==> config.mk <==
export PLATFORM = sky130hd
export DESIGN_NAME = pdm_mode_sequencer
export DESIGN_NICKNAME = d
export VERILOG_FILES = /design/src/rtl/pdm_seq_pkg.sv /design/src/rtl/pdm_mode_sequencer.sv /design/src/rtl/i2c_reg_slave.sv
export VERILOG_INCLUDE_DIRS = /design/src /design/src/rtl
export SDC_FILE = /design/constraint.sdc
export NUM_CORES = 1
export LEC_CHECK = 0
export ABC_CLOCK_PERIOD_IN_PS = 3300
export BUFFER_PORTS_ARGS = -buffer_cell sky130_fd_sc_hd__buf_4
export CAP_MARGIN = 40
export CORE_MARGIN = 2
export CORE_UTILIZATION = 59
export CTS_CLUSTER_DIAMETER = 50
export DETAILED_ROUTE_END_ITERATION = 10
export PLACE_DENSITY = 0.81
export SYNTH_ARGS = -nofsm -noshare
export SYNTH_HDL_FRONTEND = slang
export SYNTH_SLANG_ARGS = --single-unit
==> constraint.sdc <==
create_clock -name clk -period 3.3 [get_ports clk]
set_input_delay 0.33 -clock clk [delete_from_list [all_inputs] [get_ports clk]]
set_output_delay 0.33 -clock clk [all_outputs]
set_load 0.02 [all_outputs]
==> src/rtl/pdm_seq_regs.svh <==
// Register offsets, field positions, reset values and timing for the power-mode sequencer.
// Assumes a 100 MHz core clock; included by the package-using design files.
`ifndef PDM_SEQ_REGS_SVH
`define PDM_SEQ_REGS_SVH

// ----------------------------------------------------------------------
// Bus addressing
// ----------------------------------------------------------------------
`define DEV_ADDR_WRITE     8'h9C
`define DEV_ADDR_7BIT      7'h4E

// ----------------------------------------------------------------------
// Register offsets
// ----------------------------------------------------------------------
`define OFS_PAGE           8'h00
`define OFS_SWRESET        8'h01
`define OFS_SLEEP_CTRL     8'h02
`define OFS_PDM_CLK_PIN    8'h22
`define OFS_PDM_DATA_PIN   8'h2B
`define OFS_BIAS_PIN       8'h3B
`define OFS_CH2_SRC        8'h41
`define OFS_IN_CH_EN       8'h73
`define OFS_OUT_SLOT_EN    8'h74
`define OFS_PWR_UP         8'h75
`define OFS_SLEEP_STATUS   8'h77

// ----------------------------------------------------------------------
// Fields
// ----------------------------------------------------------------------
`define BIT_SLEEP_N        0
`define BIT_REG_SELECT     7
`define BIT_SLEEP_DONE     7
`define BIT_SWRESET        0
`define BIT_PWR_CONV       6
`define BIT_PWR_PLL        5

// ----------------------------------------------------------------------
// Reset values
// ----------------------------------------------------------------------
`define RST_BYTE           8'h00

// ----------------------------------------------------------------------
// Timing, in microseconds, with cycle counts derived at 100 MHz; TDM slot count and word size
// ----------------------------------------------------------------------
`define CLK_MHZ            100
`define T_INIT_US          1000
`define T_WAKE_US          1000
`define T_SLEEP_US         6000
`define CYC_INIT           (`T_INIT_US * `CLK_MHZ)
`define CYC_WAKE           (`T_WAKE_US * `CLK_MHZ)
`define CYC_SLEEP          (`T_SLEEP_US * `CLK_MHZ)
`define TDM_SLOTS          4
`define TDM_WORD_BITS      32

`endif

==> src/rtl/pdm_seq_pkg.sv <==
// Types shared by the power-mode sequencer design files.
// Assumes nothing beyond a SystemVerilog compiler.
package pdm_seq_pkg;

  typedef enum logic [2:0] {
    ST_INIT   = 3'b000,
    ST_SLEEP  = 3'b001,
    ST_WAKING = 3'b010,
    ST_ACTIVE = 3'b011,
    ST_RAMPDN = 3'b100
  } pwr_state_t;

  // One completed register write from the serial control slave
  typedef struct packed {
    logic       valid;
    logic [7:0] addr;
    logic [7:0] data;
  } reg_wr_t;

  // Synchronised audio frame clocks with edge marks
  typedef struct packed {
    logic bclk_rise;
    logic bclk_fall;
    logic fsync;
  } frame_clk_t;

endpackage

==> src/rtl/pdm_mode_sequencer.sv <==
// Power-mode sequencer of a four-channel PDM-to-TDM converter: control registers,
// sleep/wake timing, sleep status and a TDM transmitter gated by the power state.
// Assumes host-supplied bclk and fsync pins, sampled on the 100 MHz core clock.
`timescale 1ns/100ps
`default_nettype none

`include "pdm_seq_regs.svh"

//
// Contract
// - Spend 1 ms initializing after power, then sit in sleep; no access before.
// - Wake sequence completes within 1 ms; host waits that long.
// - Powered and clocked, device sends channel data on TDM bus.
// - Sleep entry ramps down and powers off within 6 ms.
// - Sleep status bit 7 reports shutdown done; host stops clocks after.
// - Sleep keeps every register value.
// - Device answers control writes at 8-bit address 0x9C.
module pdm_mode_sequencer
  import pdm_seq_pkg::*;
#(
  parameter int unsigned INIT_CYCLES  = `CYC_INIT,
  parameter int unsigned WAKE_CYCLES  = `CYC_WAKE,
  parameter int unsigned SLEEP_CYCLES = `CYC_SLEEP,
  parameter int unsigned SLOTS        = `TDM_SLOTS,
  parameter int unsigned WORD_BITS    = `TDM_WORD_BITS
)(
  // Clock, reset, enable
  input  wire logic                 clk,
  input  wire logic                 rstn,
  input  wire logic                 ce,
  // Control port pins
  input  wire logic                 scl,
  input  wire logic                 sda_in,
  output logic                      sda_out,
  output logic                      sda_oe,
  // Audio frame clocks from host, TDM data out
  input  wire logic                 bclk,
  input  wire logic                 fsync,
  output logic                      sdout,
  // Recorded samples, one word per channel
  input  wire logic [4*WORD_BITS-1:0] chan_data,
  // Power state outputs
  output logic                      converter_on,
  output logic                      pll_on,
  output logic                      regulator_internal,
  output logic                      sleeping
);

  // ----------------------------------------------------------------------
  // Parameter checks
  // ----------------------------------------------------------------------
  if (SLOTS < 1 || SLOTS > 4) begin : g_bad_slots
    $error("SLOTS must be 1 to 4");
  end
  if (WORD_BITS < 8 || WORD_BITS > 32) begin : g_bad_word
    $error("WORD_BITS must be 8 to 32");
  end
  if (INIT_CYCLES < 1 || WAKE_CYCLES < 1 || SLEEP_CYCLES < 1) begin : g_bad_time
    $error("Timing counts must be at least one cycle");
  end

  // ----------------------------------------------------------------------
  // Registers
  // ----------------------------------------------------------------------
  pwr_state_t state;
  logic [7:0]  sleep_power_control;
  logic [7:0]  pdm_clock_pin_config;
  logic [7:0]  pdm_data_pin_config;
  logic [7:0]  bias_pin_function_config;
  logic [7:0]  channel_two_source_config;
  logic [7:0]  input_channel_enable;
  logic [7:0]  output_slot_enable;
  logic [7:0]  converter_pll_power_up;
  logic        sleep_done_flag;
  logic [31:0] timer;
  reg_wr_t     wr;
  logic [7:0]  rd_addr;
  logic [7:0]  rd_data;

  // Control port stays deaf until initialization ends
  wire bus_enable = (state != ST_INIT);

  i2c_reg_slave u_ctl (
    .clk     (clk),
    .rstn    (rstn),
    .ce      (ce),
    .scl     (scl),
    .sda_in  (sda_in),
    .sda_out (sda_out),
    .sda_oe  (sda_oe),
    .enable  (bus_enable),
    .wr      (wr),
    .rd_addr (rd_addr),
    .rd_data (rd_data)
  );

  // ----------------------------------------------------------------------
  // Write decode and read data select
  // ----------------------------------------------------------------------
  wire wr_sleep  = wr.valid & (wr.addr == `OFS_SLEEP_CTRL);
  wire wr_swrst  = wr.valid & (wr.addr == `OFS_SWRESET) & wr.data[`BIT_SWRESET];
  wire wake_req  = wr_sleep & wr.data[`BIT_SLEEP_N];
  wire sleep_req = wr_sleep & ~wr.data[`BIT_SLEEP_N];
  wire timer_done = (timer == 32'h0);

  always_comb begin
    case (rd_addr)
      `OFS_SLEEP_CTRL:   rd_data = sleep_power_control;
      `OFS_PDM_CLK_PIN:  rd_data = pdm_clock_pin_config;
      `OFS_PDM_DATA_PIN: rd_data = pdm_data_pin_config;
      `OFS_BIAS_PIN:     rd_data = bias_pin_function_config;
      `OFS_CH2_SRC:      rd_data = channel_two_source_config;
      `OFS_IN_CH_EN:     rd_data = input_channel_enable;
      `OFS_OUT_SLOT_EN:  rd_data = output_slot_enable;
      `OFS_PWR_UP:       rd_data = converter_pll_power_up;
      `OFS_SLEEP_STATUS: rd_data = {sleep_done_flag, 7'h00};
      default:           rd_data = `RST_BYTE;
    endcase
  end

  // Configuration bytes; untouched by sleep, cleared only by resets
  always_ff @(posedge clk) begin
    if (!rstn || (ce && wr_swrst)) begin
      sleep_power_control       <= `RST_BYTE;
      pdm_clock_pin_config      <= `RST_BYTE;
      pdm_data_pin_config       <= `RST_BYTE;
      bias_pin_function_config  <= `RST_BYTE;
      channel_two_source_config <= `RST_BYTE;
      input_channel_enable      <= `RST_BYTE;
      output_slot_enable        <= `RST_BYTE;
      converter_pll_power_up    <= `RST_BYTE;
    end else if (ce && wr.valid) begin
      case (wr.addr)
        `OFS_SLEEP_CTRL:   sleep_power_control       <= wr.data;
        `OFS_PDM_CLK_PIN:  pdm_clock_pin_config      <= wr.data;
        `OFS_PDM_DATA_PIN: pdm_data_pin_config       <= wr.data;
        `OFS_BIAS_PIN:     bias_pin_function_config  <= wr.data;
        `OFS_CH2_SRC:      channel_two_source_config <= wr.data;
        `OFS_IN_CH_EN:     input_channel_enable      <= wr.data;
        `OFS_OUT_SLOT_EN:  output_slot_enable        <= wr.data;
        `OFS_PWR_UP:       converter_pll_power_up    <= wr.data;
        default:           ;
      endcase
    end
  end

  // ----------------------------------------------------------------------
  // Power-mode state machine
  // ----------------------------------------------------------------------
  always_ff @(posedge clk) begin
    if (!rstn) begin
      state           <= ST_INIT;
      timer           <= INIT_CYCLES - 1;
      sleep_done_flag <= 1'b0;
    end else if (ce) begin
      if (wr_swrst) begin
        state           <= ST_SLEEP;
        sleep_done_flag <= 1'b1;
      end else begin
        case (state)
          ST_INIT: begin
            if (timer_done) begin
              state           <= ST_SLEEP;
              sleep_done_flag <= 1'b1;
            end else
              timer <= timer - 32'h1;
          end
          ST_SLEEP: begin
            if (wake_req) begin
              state           <= ST_WAKING;
              timer           <= WAKE_CYCLES - 1;
              sleep_done_flag <= 1'b0;
            end
          end
          ST_WAKING: begin
            if (sleep_req) begin
              state <= ST_RAMPDN;
              timer <= SLEEP_CYCLES - 1;
            end else if (timer_done)
              state <= ST_ACTIVE;
            else
              timer <= timer - 32'h1;
          end
          ST_ACTIVE: begin
            if (sleep_req) begin
              state <= ST_RAMPDN;
              timer <= SLEEP_CYCLES - 1;
            end
          end
          // Wake writes are dropped here; host waits for the done flag first
          ST_RAMPDN: begin
            if (timer_done) begin
              state           <= ST_SLEEP;
              sleep_done_flag <= 1'b1;
            end else
              timer <= timer - 32'h1;
          end
          default: state <= ST_INIT;
        endcase
      end
    end
  end

  // ----------------------------------------------------------------------
  // Power outputs
  // ----------------------------------------------------------------------
  wire active = (state == ST_ACTIVE);

  always_ff @(posedge clk) begin
    if (!rstn) begin
      converter_on       <= 1'b0;
      pll_on             <= 1'b0;
      regulator_internal <= 1'b0;
      sleeping           <= 1'b0;
    end else if (ce) begin
      converter_on       <= active & converter_pll_power_up[`BIT_PWR_CONV];
      pll_on             <= active & converter_pll_power_up[`BIT_PWR_PLL];
      regulator_internal <= (state != ST_INIT) & sleep_power_control[`BIT_REG_SELECT];
      sleeping           <= sleep_done_flag;
    end
  end

  // ----------------------------------------------------------------------
  // TDM transmitter
  // ----------------------------------------------------------------------
  logic [2:0] bclk_s;
  logic [2:0] fs_s;
  logic       bclk_lvl;
  logic       fs_lvl;
  logic [7:0] bitpos;
  logic [4*WORD_BITS-1:0] frame_word;

  wire bclk_hi   = bclk_s[1] & bclk_s[2];
  wire bclk_lo   = ~bclk_s[1] & ~bclk_s[2];
  wire fs_hi     = fs_s[1] & fs_s[2];
  wire fs_lo     = ~fs_s[1] & ~fs_s[2];
  wire next_bclk_lvl = bclk_hi ? 1'b1 : (bclk_lo ? 1'b0 : bclk_lvl);
  wire next_fs_lvl   = fs_hi ? 1'b1 : (fs_lo ? 1'b0 : fs_lvl);
  frame_clk_t fc;
  assign fc = '{bclk_rise: next_bclk_lvl & ~bclk_lvl,
                bclk_fall: ~next_bclk_lvl & bclk_lvl,
                fsync:     fs_lvl};

  // Disabled slots or channels send zero so the bus stays defined
  logic [4*WORD_BITS-1:0] masked;
  genvar g;
  for (g = 0; g < 4; g++) begin : g_slot
    wire on = output_slot_enable[7-g] & input_channel_enable[7-g] & (g < SLOTS);
    assign masked[(4-g)*WORD_BITS-1 -: WORD_BITS] = on ? chan_data[(4-g)*WORD_BITS-1 -: WORD_BITS]
                                                       : '0;
  end

  wire in_frame = (bitpos < 8'(SLOTS * WORD_BITS));

  always_ff @(posedge clk) begin
    if (!rstn) begin
      bclk_s     <= 3'h0;
      fs_s       <= 3'h0;
      bclk_lvl   <= 1'b0;
      fs_lvl     <= 1'b0;
      bitpos     <= 8'hFF;
      frame_word <= '0;
      sdout      <= 1'b0;
    end else if (ce) begin
      bclk_s   <= {bclk_s[1:0], bclk};
      fs_s     <= {fs_s[1:0], fsync};
      bclk_lvl <= next_bclk_lvl;
      if (fc.bclk_rise)
        fs_lvl <= next_fs_lvl;
      if (fc.bclk_rise && next_fs_lvl && !fc.fsync) begin
        bitpos     <= 8'h00;
        frame_word <= masked;
      end else if (fc.bclk_fall) begin
        // Data changes on falling bit clock, one bit after frame sync
        if (converter_on && in_frame) begin
          sdout      <= frame_word[4*WORD_BITS-1];
          frame_word <= {frame_word[4*WORD_BITS-2:0], 1'b0};
          bitpos     <= bitpos + 8'h01;
        end else
          sdout <= 1'b0;
      end
    end
  end

endmodule // pdm_mode_sequencer

`default_nettype wire

==> src/rtl/i2c_reg_slave.sv <==
// Serial control-port slave: fixed address, one pointer byte, then data bytes with auto-increment.
// Assumes scl and sda_in are raw pins; both enter three-flop chains, scl tapped from the second stage on, sda_in from the first.
`timescale 1ns/100ps
`default_nettype none

`include "pdm_seq_regs.svh"

module i2c_reg_slave
  import pdm_seq_pkg::*;
(
  // Clock and reset
  input  wire logic       clk,
  input  wire logic       rstn,
  input  wire logic       ce,
  // Bus pins
  input  wire logic       scl,
  input  wire logic       sda_in,
  output logic            sda_out,
  output logic            sda_oe,
  // Register side
  input  wire logic       enable,
  output reg_wr_t         wr,
  output logic [7:0]      rd_addr,
  input  wire logic [7:0] rd_data
);

  typedef enum logic [2:0] {
    SL_IDLE = 3'b000,
    SL_ADDR = 3'b001,
    SL_PTR  = 3'b010,
    SL_WDAT = 3'b011,
    SL_RDAT = 3'b100
  } slv_state_t;

  logic [2:0] scl_s;
  logic [2:0] sda_s;
  slv_state_t st;
  logic [7:0] shreg;
  logic [3:0] bitcnt;
  logic [7:0] ptr;
  logic       ack_phase;
  logic       rd_nack;

  // Change counts only once stages two and three agree
  wire scl_hi   = scl_s[1] & scl_s[2];
  wire scl_lo   = ~scl_s[1] & ~scl_s[2];
  wire sda_now  = sda_s[1];
  wire sda_prev = sda_s[2];
  logic scl_lvl;
  wire scl_rise = scl_hi & ~scl_lvl;
  wire scl_fall = scl_lo & scl_lvl;
  wire start_c  = scl_hi & scl_lvl & sda_prev & ~sda_now & (sda_s[1] == sda_s[0]);
  wire stop_c   = scl_hi & scl_lvl & ~sda_prev & sda_now & (sda_s[1] == sda_s[0]);
  wire byte_in  = (bitcnt == 4'h8);
  wire [7:0] next_shreg = {shreg[6:0], sda_now};

  assign rd_addr = ptr;

  always_ff @(posedge clk) begin
    if (!rstn) begin
      scl_s   <= 3'h7;
      sda_s   <= 3'h7;
      scl_lvl <= 1'b1;
    end else if (ce) begin
      scl_s <= {scl_s[1:0], scl};
      sda_s <= {sda_s[1:0], sda_in};
      if (scl_hi)
        scl_lvl <= 1'b1;
      else if (scl_lo)
        scl_lvl <= 1'b0;
    end
  end

  always_ff @(posedge clk) begin
    if (!rstn) begin
      st        <= SL_IDLE;
      shreg     <= 8'h00;
      bitcnt    <= 4'h0;
      ptr       <= 8'h00;
      ack_phase <= 1'b0;
      rd_nack   <= 1'b0;
      sda_out   <= 1'b0;
      sda_oe    <= 1'b0;
      wr        <= '0;
    end else if (ce) begin
      wr.valid <= 1'b0;
      if (start_c && enable) begin
        st        <= SL_ADDR;
        bitcnt    <= 4'h0;
        ack_phase <= 1'b0;
        sda_oe    <= 1'b0;
      end else if (stop_c || !enable) begin
        st     <= SL_IDLE;
        sda_oe <= 1'b0;
      end else if (scl_rise && st != SL_IDLE) begin
        if (ack_phase) begin
          rd_nack <= sda_now;
        end else if (st != SL_RDAT) begin
          shreg  <= next_shreg;
          bitcnt <= bitcnt + 4'h1;
        end else begin
          bitcnt <= bitcnt + 4'h1;
        end
      end else if (scl_fall && st != SL_IDLE) begin
        if (ack_phase) begin
          ack_phase <= 1'b0;
          bitcnt    <= 4'h0;
          sda_oe    <= 1'b0;
          if (st == SL_RDAT) begin
            if (rd_nack)
              st <= SL_IDLE;
            else begin
              sda_oe  <= ~rd_data[7];
              sda_out <= 1'b0;
              shreg   <= {rd_data[6:0], 1'b0};
            end
          end
        end else if (byte_in) begin
          ack_phase <= 1'b1;
          case (st)
            SL_ADDR: begin
              if (shreg[7:1] == `DEV_ADDR_7BIT) begin
                sda_oe <= 1'b1;
                st     <= shreg[0] ? SL_RDAT : SL_PTR;
                if (shreg[0])
                  ptr <= ptr;
              end else begin
                st <= SL_IDLE;
              end
            end
            SL_PTR: begin
              sda_oe <= 1'b1;
              ptr    <= shreg;
              st     <= SL_WDAT;
            end
            SL_WDAT: begin
              sda_oe <= 1'b1;
              wr     <= '{valid: 1'b1, addr: ptr, data: shreg};
              ptr    <= ptr + 8'h01;
            end
            SL_RDAT: begin
              sda_oe <= 1'b0;
              ptr    <= ptr + 8'h01;
            end
            default: st <= SL_IDLE;
          endcase
        end else if (st == SL_RDAT) begin
          sda_oe <= ~shreg[7];
          shreg  <= {shreg[6:0], 1'b0};
        end
      end
    end
  end

endmodule // i2c_reg_slave

`default_nettype wire

==> results.ini, run 1 <==
[status]
status=finished clean

[clock_tree]
cts_buffers=36
cts_setup_buffers=0
cts_tree=yes
ctsResizeCount=0
cts_buffer_depth=3
cts_sinks=299
cts_hold_buf=0
cts_root_buf=clkbuf_16
htreeDepth=2
clk_latency_ps=520
clk_pin_slew_ps=60

[setup_path]
crit_family=simple AND/OR/NAND/NOR gates
critical_path.cell_chain=or4b_4 > or2_0 > o31a_1 > or4_4 > or3_1 > a21oi_1
reg2regPathDepth=6
cp-start-kind=flop
path_class=flop to flop
end_kind=flop
cp_max_fo=11
worst-path-stages=6
slowest_delay_ps=610
crit_required_ps=3740
cpMaxStageDelayCell=or4_4
cp.arrival_ps=3310
crit_buf_inv=0

[floorplan]
io_pins=142
core_area_um2=23540
die_y_um=159.0
rows=56
initial_core_util_pct=60.19
dieArea_um2=25270
chipWidth_um=159.0

[global_routing]
grt_pass1_vias=12100
grt_max_degree=112
globalRouteOverflowTotal=0
grt_util_all_layers_pct=27.85
grt_pass1_wl_mm=60.29
antenna_found_initial=0

[power]
clockPowerShare_pct=50.5
powerDensity_nw_per_um2=474.6
pwr-share-comb_pct=3.3
switching_share_pct=21.60
p_int_mw=6.166
cellLeakagePower_nw=5.749
p_switching_mw=1.699
power.share.sequential_pct=46.2
peakVddDrop_uv=404.8

[synth]
synth-main-ff-cell=dfxtp_1
synth_area_leaders=dfxtp_1 42%, a311oi_1 7.9%, mux2i_1 7.0%
yosys_register_bits=299
yosysTopAreaCell=dfxtp_1
synth.net_count=1884
ys_seq_area_share_pct=42.24
syn_area_um2=14170
syn_inst=1738
synth_top_area_share_pct=42.24
syn_avg_cell_area_um2=8.154
async_reset_ff_share_pct=0
yosysWarnings=0
synth_edf_count=0
yosysUniqueCellTypes=71

[timing]
fmax_ghz=0.3488
period_needed_ps=2867
setup_viol=0
post-route-period-util_pct=86.87
clock_skew_ps=15.15
final-max-slew-violation-count=0
max_slew.worst_pin.slew_ps=735.4
max_slew_margin_pct=49.70
hold_violations=0
tns_ps=0
rsz0062_at_grt=false

[finish]
fill_cells=1871
mostFrequentLayoutCells=299 x dfxtp_1, 262 x nor2_1, 200 x nand2_1
final_util_pct=70.39
drive_gt1_share_pct=13.79
final_cell_area_um2=16570
antennaDiodeCount=0
final_nets=1939
syn2layout_area_growth_pct=16.93
final_common_cell=dfxtp_1

[routing]
drt_iter0_drc=1477
wl_mm=36.46
num_vias=13230
dr.pass1.iters=7
antenna_left=0
drc=0
via_per_inst=6.186
wl_per_cell_um=17.05

[placed_design]
routabilityCongestion=0.8886
placed_area_um2=15360
dpl.hpwl_mm=23.74
port_buffers=140

[job]
cap_violations=0

[min_path]
hold_path.class=input pin to flop
hold_depth=3

## cell type report
cell class	count	area (um2)	area share, %
clock buffer	49	1011	6.101
clock inverter	16	192.7	1.163
inverter	18	72.57	0.4379
tap	319	399.1	2.409
sequential	299	5986	36.12
multi-input combinational	1265	7536	45.48
timing repair buffer	173	1374	8.291
## worst paths after layout
kind / end / start / slack, ps
min: u_ctl.scl_s[0] / scl / 50
max: timer[27] / u_ctl.wr[13] / 430
min reg2reg: frame_word[107] / frame_word[106] / 470
max reg2reg: timer[27] / u_ctl.wr[13] / 430
## per-layer routing
metal	share of wire, %	global-route usage (%)	up-vias
met2	46	44.05	467
met5	0	0	-
met3	6.4	4.689	60
met1	45	39.36	6293
li1	-	-	6411
met4	2.1	8.182	0
## logic make-up after synthesis
logic type,share of synthesized area (%)
AND/OR/NAND/NOR,25.88
other,0.02646
buffers and inverters,4.671
flip-flops,42.24
XOR/XNOR,0.8653
multiplexers,7.152
adder cells (fa/ha/maj),0.9712
AO/OA/AOI/OAI,18.20
## power groups by stage
| stage | logic (mW) | registers, mW | clock network (mW) |
|---|---|---|---|
| after global routing | 0.284 | 3.63 | 4.19 |
| after global placement | 0.259 | 3.71 | 0 |
| after detailed placement | 0.259 | 3.71 | 0 |
| after CTS | 0.261 | 3.63 | 4.02 |
| final | 0.263 | 3.63 | 3.97 |
| after floorplan | 0.104 | 3.71 | 0 |
## sequential cells by signal, indices dropped and copies added (netlist names), 4 cells and up
register                   cells
bias_pin_function_config       8
u_ctl.bitcnt                   4
pdm_data_pin_config            8
timer                         32
channel_two_source_config      8
u_ctl.shreg                    8
frame_word                   128
bitpos                         8
input_channel_enable           8
u_ctl.rd_addr                  8
converter_pll_power_up         8
pdm_clock_pin_config           8
sleep_power_control            8
output_slot_enable             8
u_ctl.wr                      17
## cells in the mapped netlist, drive strengths merged (16+ instances only)
cell type	number
a311oi	128
inv	18
o21ai	63
nor2	263
nand2b	16
mux2i	99
a21oi	43
nand3	156
dfxtp	299
clkbuf	141
nand2	201
nor3	25
a22oi	20
## worst register-to-register path, delay by kind of cell, from the launching register on
| family | cells | cell delay [ps] |
|---|---|---|
| AO/OA/AOI/OAI | 2 | 620 |
| flip-flops | 1 | 340 |
| AND/OR/NAND/NOR | 4 | 1830 |
## per-stage QoR
stage                     cells  setup slack, ps  hold WS (ps)  power, mW
after floorplan            1738            757.6         439.7      3.810
after global placement     2073            522.9         452.6      3.969
after detailed placement   2073            467.6         463.8      3.969
after CTS                  2138            437.1         39.30      7.915
after global routing       2139            312.6         70.03      8.105
final                      2139            433.2         46.32      7.864
Note: power is estimated with default switching activity, not from simulation.
==> inputs of run 2 (changes only) <==
--- a/config.mk
+++ b/config.mk
@@ -10,10 +10,10 @@
 export BUFFER_PORTS_ARGS = -buffer_cell sky130_fd_sc_hd__buf_4
 export CAP_MARGIN = 40
 export CORE_MARGIN = 2
-export CORE_UTILIZATION = 59
+export CORE_UTILIZATION = 45
 export CTS_CLUSTER_DIAMETER = 50
 export DETAILED_ROUTE_END_ITERATION = 10
-export PLACE_DENSITY = 0.81
+export PLACE_DENSITY = 0.65
 export SYNTH_ARGS = -nofsm -noshare
 export SYNTH_HDL_FRONTEND = slang
 export SYNTH_SLANG_ARGS = --single-unit
==> run 2 against run 1 <==
  * Die area up 30%
  * Count of clock-buffer cells in the layout down 3
  * First-iteration DRC count fell by 34%
==> results.ini, run 2 (synthesized netlist as in run 1, its figures left out) <==
[status]
status=finished clean  ; unchanged

[global_routing]
globalRouteOverflowTotal=0  ; unchanged
grt_pass1_wl_mm=60.95  ; was 60.29 mm
grt_max_degree=128  ; was 112
grt_pass1_vias=12100  ; about the same
grt_util_all_layers_pct=21.90  ; was 27.85%
antenna_found_initial=0  ; unchanged

[setup_path]
path_class=flop to flop  ; unchanged
crit_required_ps=3730  ; was 3740 ps
cp-start-kind=flop  ; unchanged
cp.arrival_ps=3340  ; was 3310 ps
reg2regPathDepth=6  ; unchanged
rrSetupSlack_ps=400  ; was 430 ps
cp_max_fo=11  ; unchanged
reg2reg_from=u_ctl.wr[14]  ; was u_ctl.wr[13]
rr_endpoint=timer[27]  ; unchanged
end_kind=flop  ; unchanged

[finish]
drive_gt1_share_pct=13.53  ; was 13.79%
mostFrequentLayoutCells=299 x dfxtp_1, 262 x nor2_1, 200 x nand2_1  ; unchanged
seqCellArea_um2=5986  ; unchanged
final_nets=1934  ; was 1,939
final_util_pct=53.97  ; was 70.39%
antennaDiodeCount=0  ; unchanged
reg_top3=frame_word x128, timer x32, u_ctl.wr x17  ; unchanged
largest_reg_flops=128  ; unchanged
final_common_cell=dfxtp_1  ; unchanged
fill_cells=2855  ; was 1,871
regMostFlops=frame_word  ; unchanged
syn2layout_area_growth_pct=17.41  ; was 16.93%
multi_input_area_um2=7536  ; unchanged

[routing]
num_vias=12970  ; was 13,230
via_per_inst=5.876  ; was 6.186
drt_iter0_drc=977  ; was 1,477
wl_per_cell_um=17.01  ; was 17.05 um
antenna_left=0  ; unchanged
drc=0  ; unchanged
dr.pass1.iters=5  ; was 7
wl_mm=37.54  ; was 36.46 mm

[placed_design]
routabilityCongestion=0.8875  ; was 0.8886
port_buffers=140  ; unchanged
dpl.hpwl_mm=24.17  ; was 23.74 mm

[power]
powerDensity_nw_per_um2=474.1  ; was 474.6 nW/um2
cellLeakagePower_nw=5.727  ; was 5.749 nW
peakVddDrop_uv=299.0  ; was 404.8 uV

[timing]
fmax_ghz=0.3443  ; was 0.3488 GHz
hold_violations=0  ; unchanged
rsz0062_at_grt=false  ; unchanged
final-max-slew-violation-count=0  ; unchanged
max_slew.worst_pin.slew_ps=851.5  ; was 735.4 ps
post-route-period-util_pct=88.02  ; was 86.87%
period_needed_ps=2905  ; was 2867 ps
max_slew_margin_pct=42.46  ; was 49.70%
clock_skew_ps=24.16  ; was 15.15 ps
setup_viol=0  ; unchanged
tns_ps=0  ; unchanged

[min_path]
min_from=sda_in  ; was scl
holdPathEnd=u_ctl.sda_s[0]  ; was u_ctl.scl_s[0]
hold_depth=3  ; unchanged
hold_path.class=input pin to flop  ; unchanged

[clock_tree]
cts_buffers=36  ; unchanged
cts_sinks=299  ; unchanged
htreeDepth=2  ; unchanged
clk_latency_ps=520  ; about the same
cts_tree=yes  ; unchanged
clk_pin_slew_ps=60  ; about the same
cts_hold_buf=0  ; unchanged
ctsResizeCount=0  ; unchanged
cts_setup_buffers=0  ; unchanged
cts_buffer_depth=3  ; unchanged
cts_root_buf=clkbuf_16  ; unchanged

[floorplan]
dieArea_um2=32930  ; was 25,270 um2
io_pins=142  ; unchanged
rows=64  ; was 56
chipWidth_um=181.5  ; was 159.0 um
core_area_um2=30830  ; was 23,540 um2
die_y_um=181.5  ; was 159.0 um
initial_core_util_pct=45.97  ; was 60.19%

[job]
cap_violations=0  ; unchanged

## run 2: cell count changes in the layout (fill, tap and decap cells not counted), sizes merged
cell    before  now
clkinv       6    9
clkbuf      49   46
inv         23   19
buf        173  168
## run 2: how the worst max path moves through the flow
stage           endpoint  slack [ps]  depth (start not counted)    startpoint
2_1_floorplan  timer[27]         760                          7  u_ctl.wr[13]
3_3_place_gp   timer[27]         500                          6  u_ctl.wr[13]
3_5_place_dp   timer[27]         450                          6  u_ctl.wr[13]
4_1_cts        timer[27]         430                          6  u_ctl.wr[13]
5_1_grt        timer[27]         290                          6  u_ctl.wr[13]
6_report       timer[27]         400                          6  u_ctl.wr[14]
## run 2: worst max-delay path, stage by stage (launching register included)
cell,delay (ps)
dfxtp_1,340
or4b_4,560
or2_0,330
o31a_1,510
or4_4,620
or3_1,320
a21oi_1,150
## run 2: routing by layer
| metal | up-vias | part of all wire [%] | global-route usage (%) |
|---|---|---|---|
| met2 | 340 | 46 | 34.62 |
| met1 | 6173 | 47 | 30.94 |
| met5 | - | 0 | 0 |
| li1 | 6400 | - | - |
| met3 | 56 | 5.6 | 3.710 |
| met4 | 0 | 1.8 | 5.854 |
## run 2: area by class of cell
cell class,count,area share [%]
Timing Repair Buffer,168,8.106
Inverter,18,0.4362
Clock buffer,46,6.076
Sequential cell,299,35.98
Tap cell,396,2.978
Multi-Input combinational cell,1265,45.29
Clock inverter,15,1.136
## run 2: stage by stage
step	cell area, um2	total power [mW]	setup WS (ps)	hold slack, ps	cells
floorplan	14170	3.810	757.6	439.7	1738
global placement	15430	3.977	497.0	453.0	2145
detailed placement	15440	3.978	451.1	459.5	2146
CTS	16640	7.963	434.1	42.49	2207
global route	16640	8.146	292.9	62.87	2207
finish	16640	7.888	395.4	48.60	2207
## run 2: report_power, final
part / internal, mW / switching [mW]
clock network: 2.41 / 1.57
registers: 3.62 / 0.0109
logic: 0.133 / 0.136
==> inputs of run 3 (changes only) <==
--- a/config.mk
+++ b/config.mk
@@ -10,10 +10,10 @@
 export BUFFER_PORTS_ARGS = -buffer_cell sky130_fd_sc_hd__buf_4
 export CAP_MARGIN = 40
 export CORE_MARGIN = 2
-export CORE_UTILIZATION = 45
+export CORE_UTILIZATION = 40
 export CTS_CLUSTER_DIAMETER = 50
 export DETAILED_ROUTE_END_ITERATION = 10
-export PLACE_DENSITY = 0.65
+export PLACE_DENSITY = 0.59
 export SYNTH_ARGS = -nofsm -noshare
 export SYNTH_HDL_FRONTEND = slang
 export SYNTH_SLANG_ARGS = --single-unit
==> run 3 against run 2 <==
  * Combinational power shrank 1%
  * Routed wire length grew 2.2%
  * Final area grew 1.5%
  * Largest cell class unchanged
  * Highest routed layer unchanged
==> results.ini, run 3 (synthesized netlist as in run 1, its figures left out) <==
[min_path]
hold_path.class=input pin to flop  ; unchanged
hold_depth=3  ; unchanged

[floorplan]
dieArea_um2=36950  ; was 32,930 um2
io_pins=142  ; unchanged
die_y_um=192.2  ; was 181.5 um
chipWidth_um=192.2  ; was 181.5 um
core_area_um2=34710  ; was 30,830 um2
rows=68  ; was 64
initial_core_util_pct=40.82  ; was 45.97%

[finish]
reg_top3=frame_word x128, timer x32, u_ctl.wr x17  ; unchanged
final_cell_area_um2=16900  ; was 16,640 um2
largest_reg_flops=128  ; unchanged
antennaDiodeCount=0  ; unchanged
drive_gt1_share_pct=14.02  ; was 13.53%
final_common_cell=dfxtp_1  ; unchanged
syn2layout_area_growth_pct=19.23  ; was 17.41%
regMostFlops=frame_word  ; unchanged
fin_cells=2281  ; was 2,207
final_nets=1943  ; was 1,934
mostFrequentLayoutCells=299 x dfxtp_1, 262 x nor2_1, 200 x nand2_1  ; unchanged

[setup_path]
reg2regPathDepth=6  ; unchanged
crit_required_ps=3740  ; was 3730 ps
critical_path.cell_chain=or4b_4 > or2_0 > o31a_1 > or4_4 > or3_1 > a21oi_1  ; unchanged
cp.arrival_ps=3310  ; was 3340 ps
crit_buf_inv=0  ; unchanged
cp-start-kind=flop  ; unchanged
path_class=flop to flop  ; unchanged
cp_max_fo=11  ; unchanged
crit_family=simple AND/OR/NAND/NOR gates  ; unchanged
worst-path-stages=6  ; unchanged
end_kind=flop  ; unchanged
cpMaxStageDelayCell=or4_4  ; unchanged
slowest_delay_ps=620  ; about the same

[power]
switching_share_pct=20.89  ; was 21.82%
pwr-share-comb_pct=3.2  ; was 3.4%
p_int_mw=6.506  ; was 6.167 mW
power.share.sequential_pct=44.2  ; was 46.0%
p_switching_mw=1.718  ; was 1.721 mW
peakVddDrop_uv=309.0  ; was 299.0 uV
powerDensity_nw_per_um2=486.7  ; was 474.1 nW/um2
clockPowerShare_pct=52.6  ; was 50.6%
cellLeakagePower_nw=5.824  ; was 5.727 nW

[routing]
drt_iter0_drc=992  ; was 977
dr.pass1.iters=6  ; was 5
wl_per_cell_um=16.82  ; was 17.01 um
num_vias=12810  ; was 12,970
antenna_left=0  ; unchanged
via_per_inst=5.616  ; was 5.876
drc=0  ; unchanged
wl_mm=38.36  ; was 37.54 mm

[clock_tree]
clk_latency_ps=530  ; was 520 ps
cts_tree=yes  ; unchanged
cts_hold_buf=0  ; unchanged
cts_buffers=38  ; was 36
cts_root_buf=clkbuf_16  ; unchanged
cts_setup_buffers=0  ; unchanged
ctsResizeCount=0  ; unchanged
htreeDepth=2  ; unchanged
cts_buffer_depth=3  ; unchanged
cts_sinks=299  ; unchanged
clk_pin_slew_ps=50  ; was 60 ps

[global_routing]
grt_util_all_layers_pct=20.25  ; was 21.90%
grt_pass1_vias=11810  ; was 12,100
globalRouteOverflowTotal=0  ; unchanged
antenna_found_initial=0  ; unchanged
grt_max_degree=97  ; was 128
grt_pass1_wl_mm=61.65  ; was 60.95 mm

[timing]
whs_ps=42.08  ; was 48.60 ps
clock_skew_ps=23.99  ; was 24.16 ps
tns_ps=0  ; unchanged
rsz0062_at_grt=false  ; unchanged
max_slew_margin_pct=44.45  ; was 42.46%
fmax_ghz=0.3484  ; was 0.3443 GHz
max_slew.worst_pin.slew_ps=820.3  ; was 851.5 ps
post-route-period-util_pct=86.98  ; was 88.02%
final-max-slew-violation-count=0  ; unchanged
setup_viol=0  ; unchanged
period_needed_ps=2870  ; was 2905 ps
hold_violations=0  ; unchanged

[placed_design]
routabilityCongestion=0.8497  ; was 0.8875
placed_area_um2=15560  ; was 15,440 um2
dpl.cell_count=2212  ; was 2,146
port_buffers=140  ; unchanged
dpl.hpwl_mm=25.05  ; was 24.17 mm

[job]
cap_violations=0  ; unchanged

[status]
status=finished clean  ; unchanged

run 3: cell count changes in the layout (fill, tap and decap cells not counted), sizes merged:
| cell | delta |
|---|---|
| clkinv | -4 |
| bufinv | +2 |
| inv | +1 |
| clkbuf | +10 |
| clkinvlp | -1 |
| buf | +7 |
run 3: final cells by class:
| type | count | area [um2] |
|---|---|---|
| multi-input combinational | 1265 | 7536 |
| fill | 3401 | 17820 |
| timing repair buffer | 175 | 1401 |
| tap | 455 | 569.3 |
| clock inverter | 13 | 211.5 |
| inverter | 18 | 72.57 |
| sequential | 299 | 5986 |
| clock buffer | 56 | 1120 |
run 3: path summary, 6_finish.rpt:
| kind | start | end | slack (ps) |
|---|---|---|---|
| max reg2reg | u_ctl.wr[13] | timer[27] | 430 |
| max | u_ctl.wr[13] | timer[27] | 430 |
| min | scl | u_ctl.scl_s[0] | 40 |
| min reg2reg | frame_word[7] | frame_word[8] | 470 |
run 3: through the flow:
stage	power [mW]	utilization, %	setup WS (ps)
2_1_floorplan	3.810	-	757.6
3_3_place_gp	3.977	44.82	488.7
3_5_place_dp	3.977	44.84	449.0
4_1_cts	8.340	48.67	428.8
5_1_grt	8.498	48.67	292.5
6_report	8.223	48.67	429.7
run 3: per-layer routing:
layer | up-vias | GRT usage (%) | wire (um)
li1 | 6434 | - | -
met1 | 6022 | 28.35 | 18120
met2 | 294 | 31.93 | 17250
met3 | 61 | 3.143 | 2022
met4 | 0 | 6.283 | 967
met5 | - | 0 | 0
run 3: power by group through the flow:
stage	clock (mW)	combinational, mW	sequential (mW)
floorplan	0	0.104	3.71
global placement	0	0.267	3.71
detailed placement	0	0.267	3.71
CTS	4.44	0.268	3.63
global route	4.58	0.288	3.63
finish	4.33	0.265	3.63
run 3: tightest hold or removal path: stages:
cell and delay [ps]:
buf_4 70, mux2i_1 50, nand2_1 60
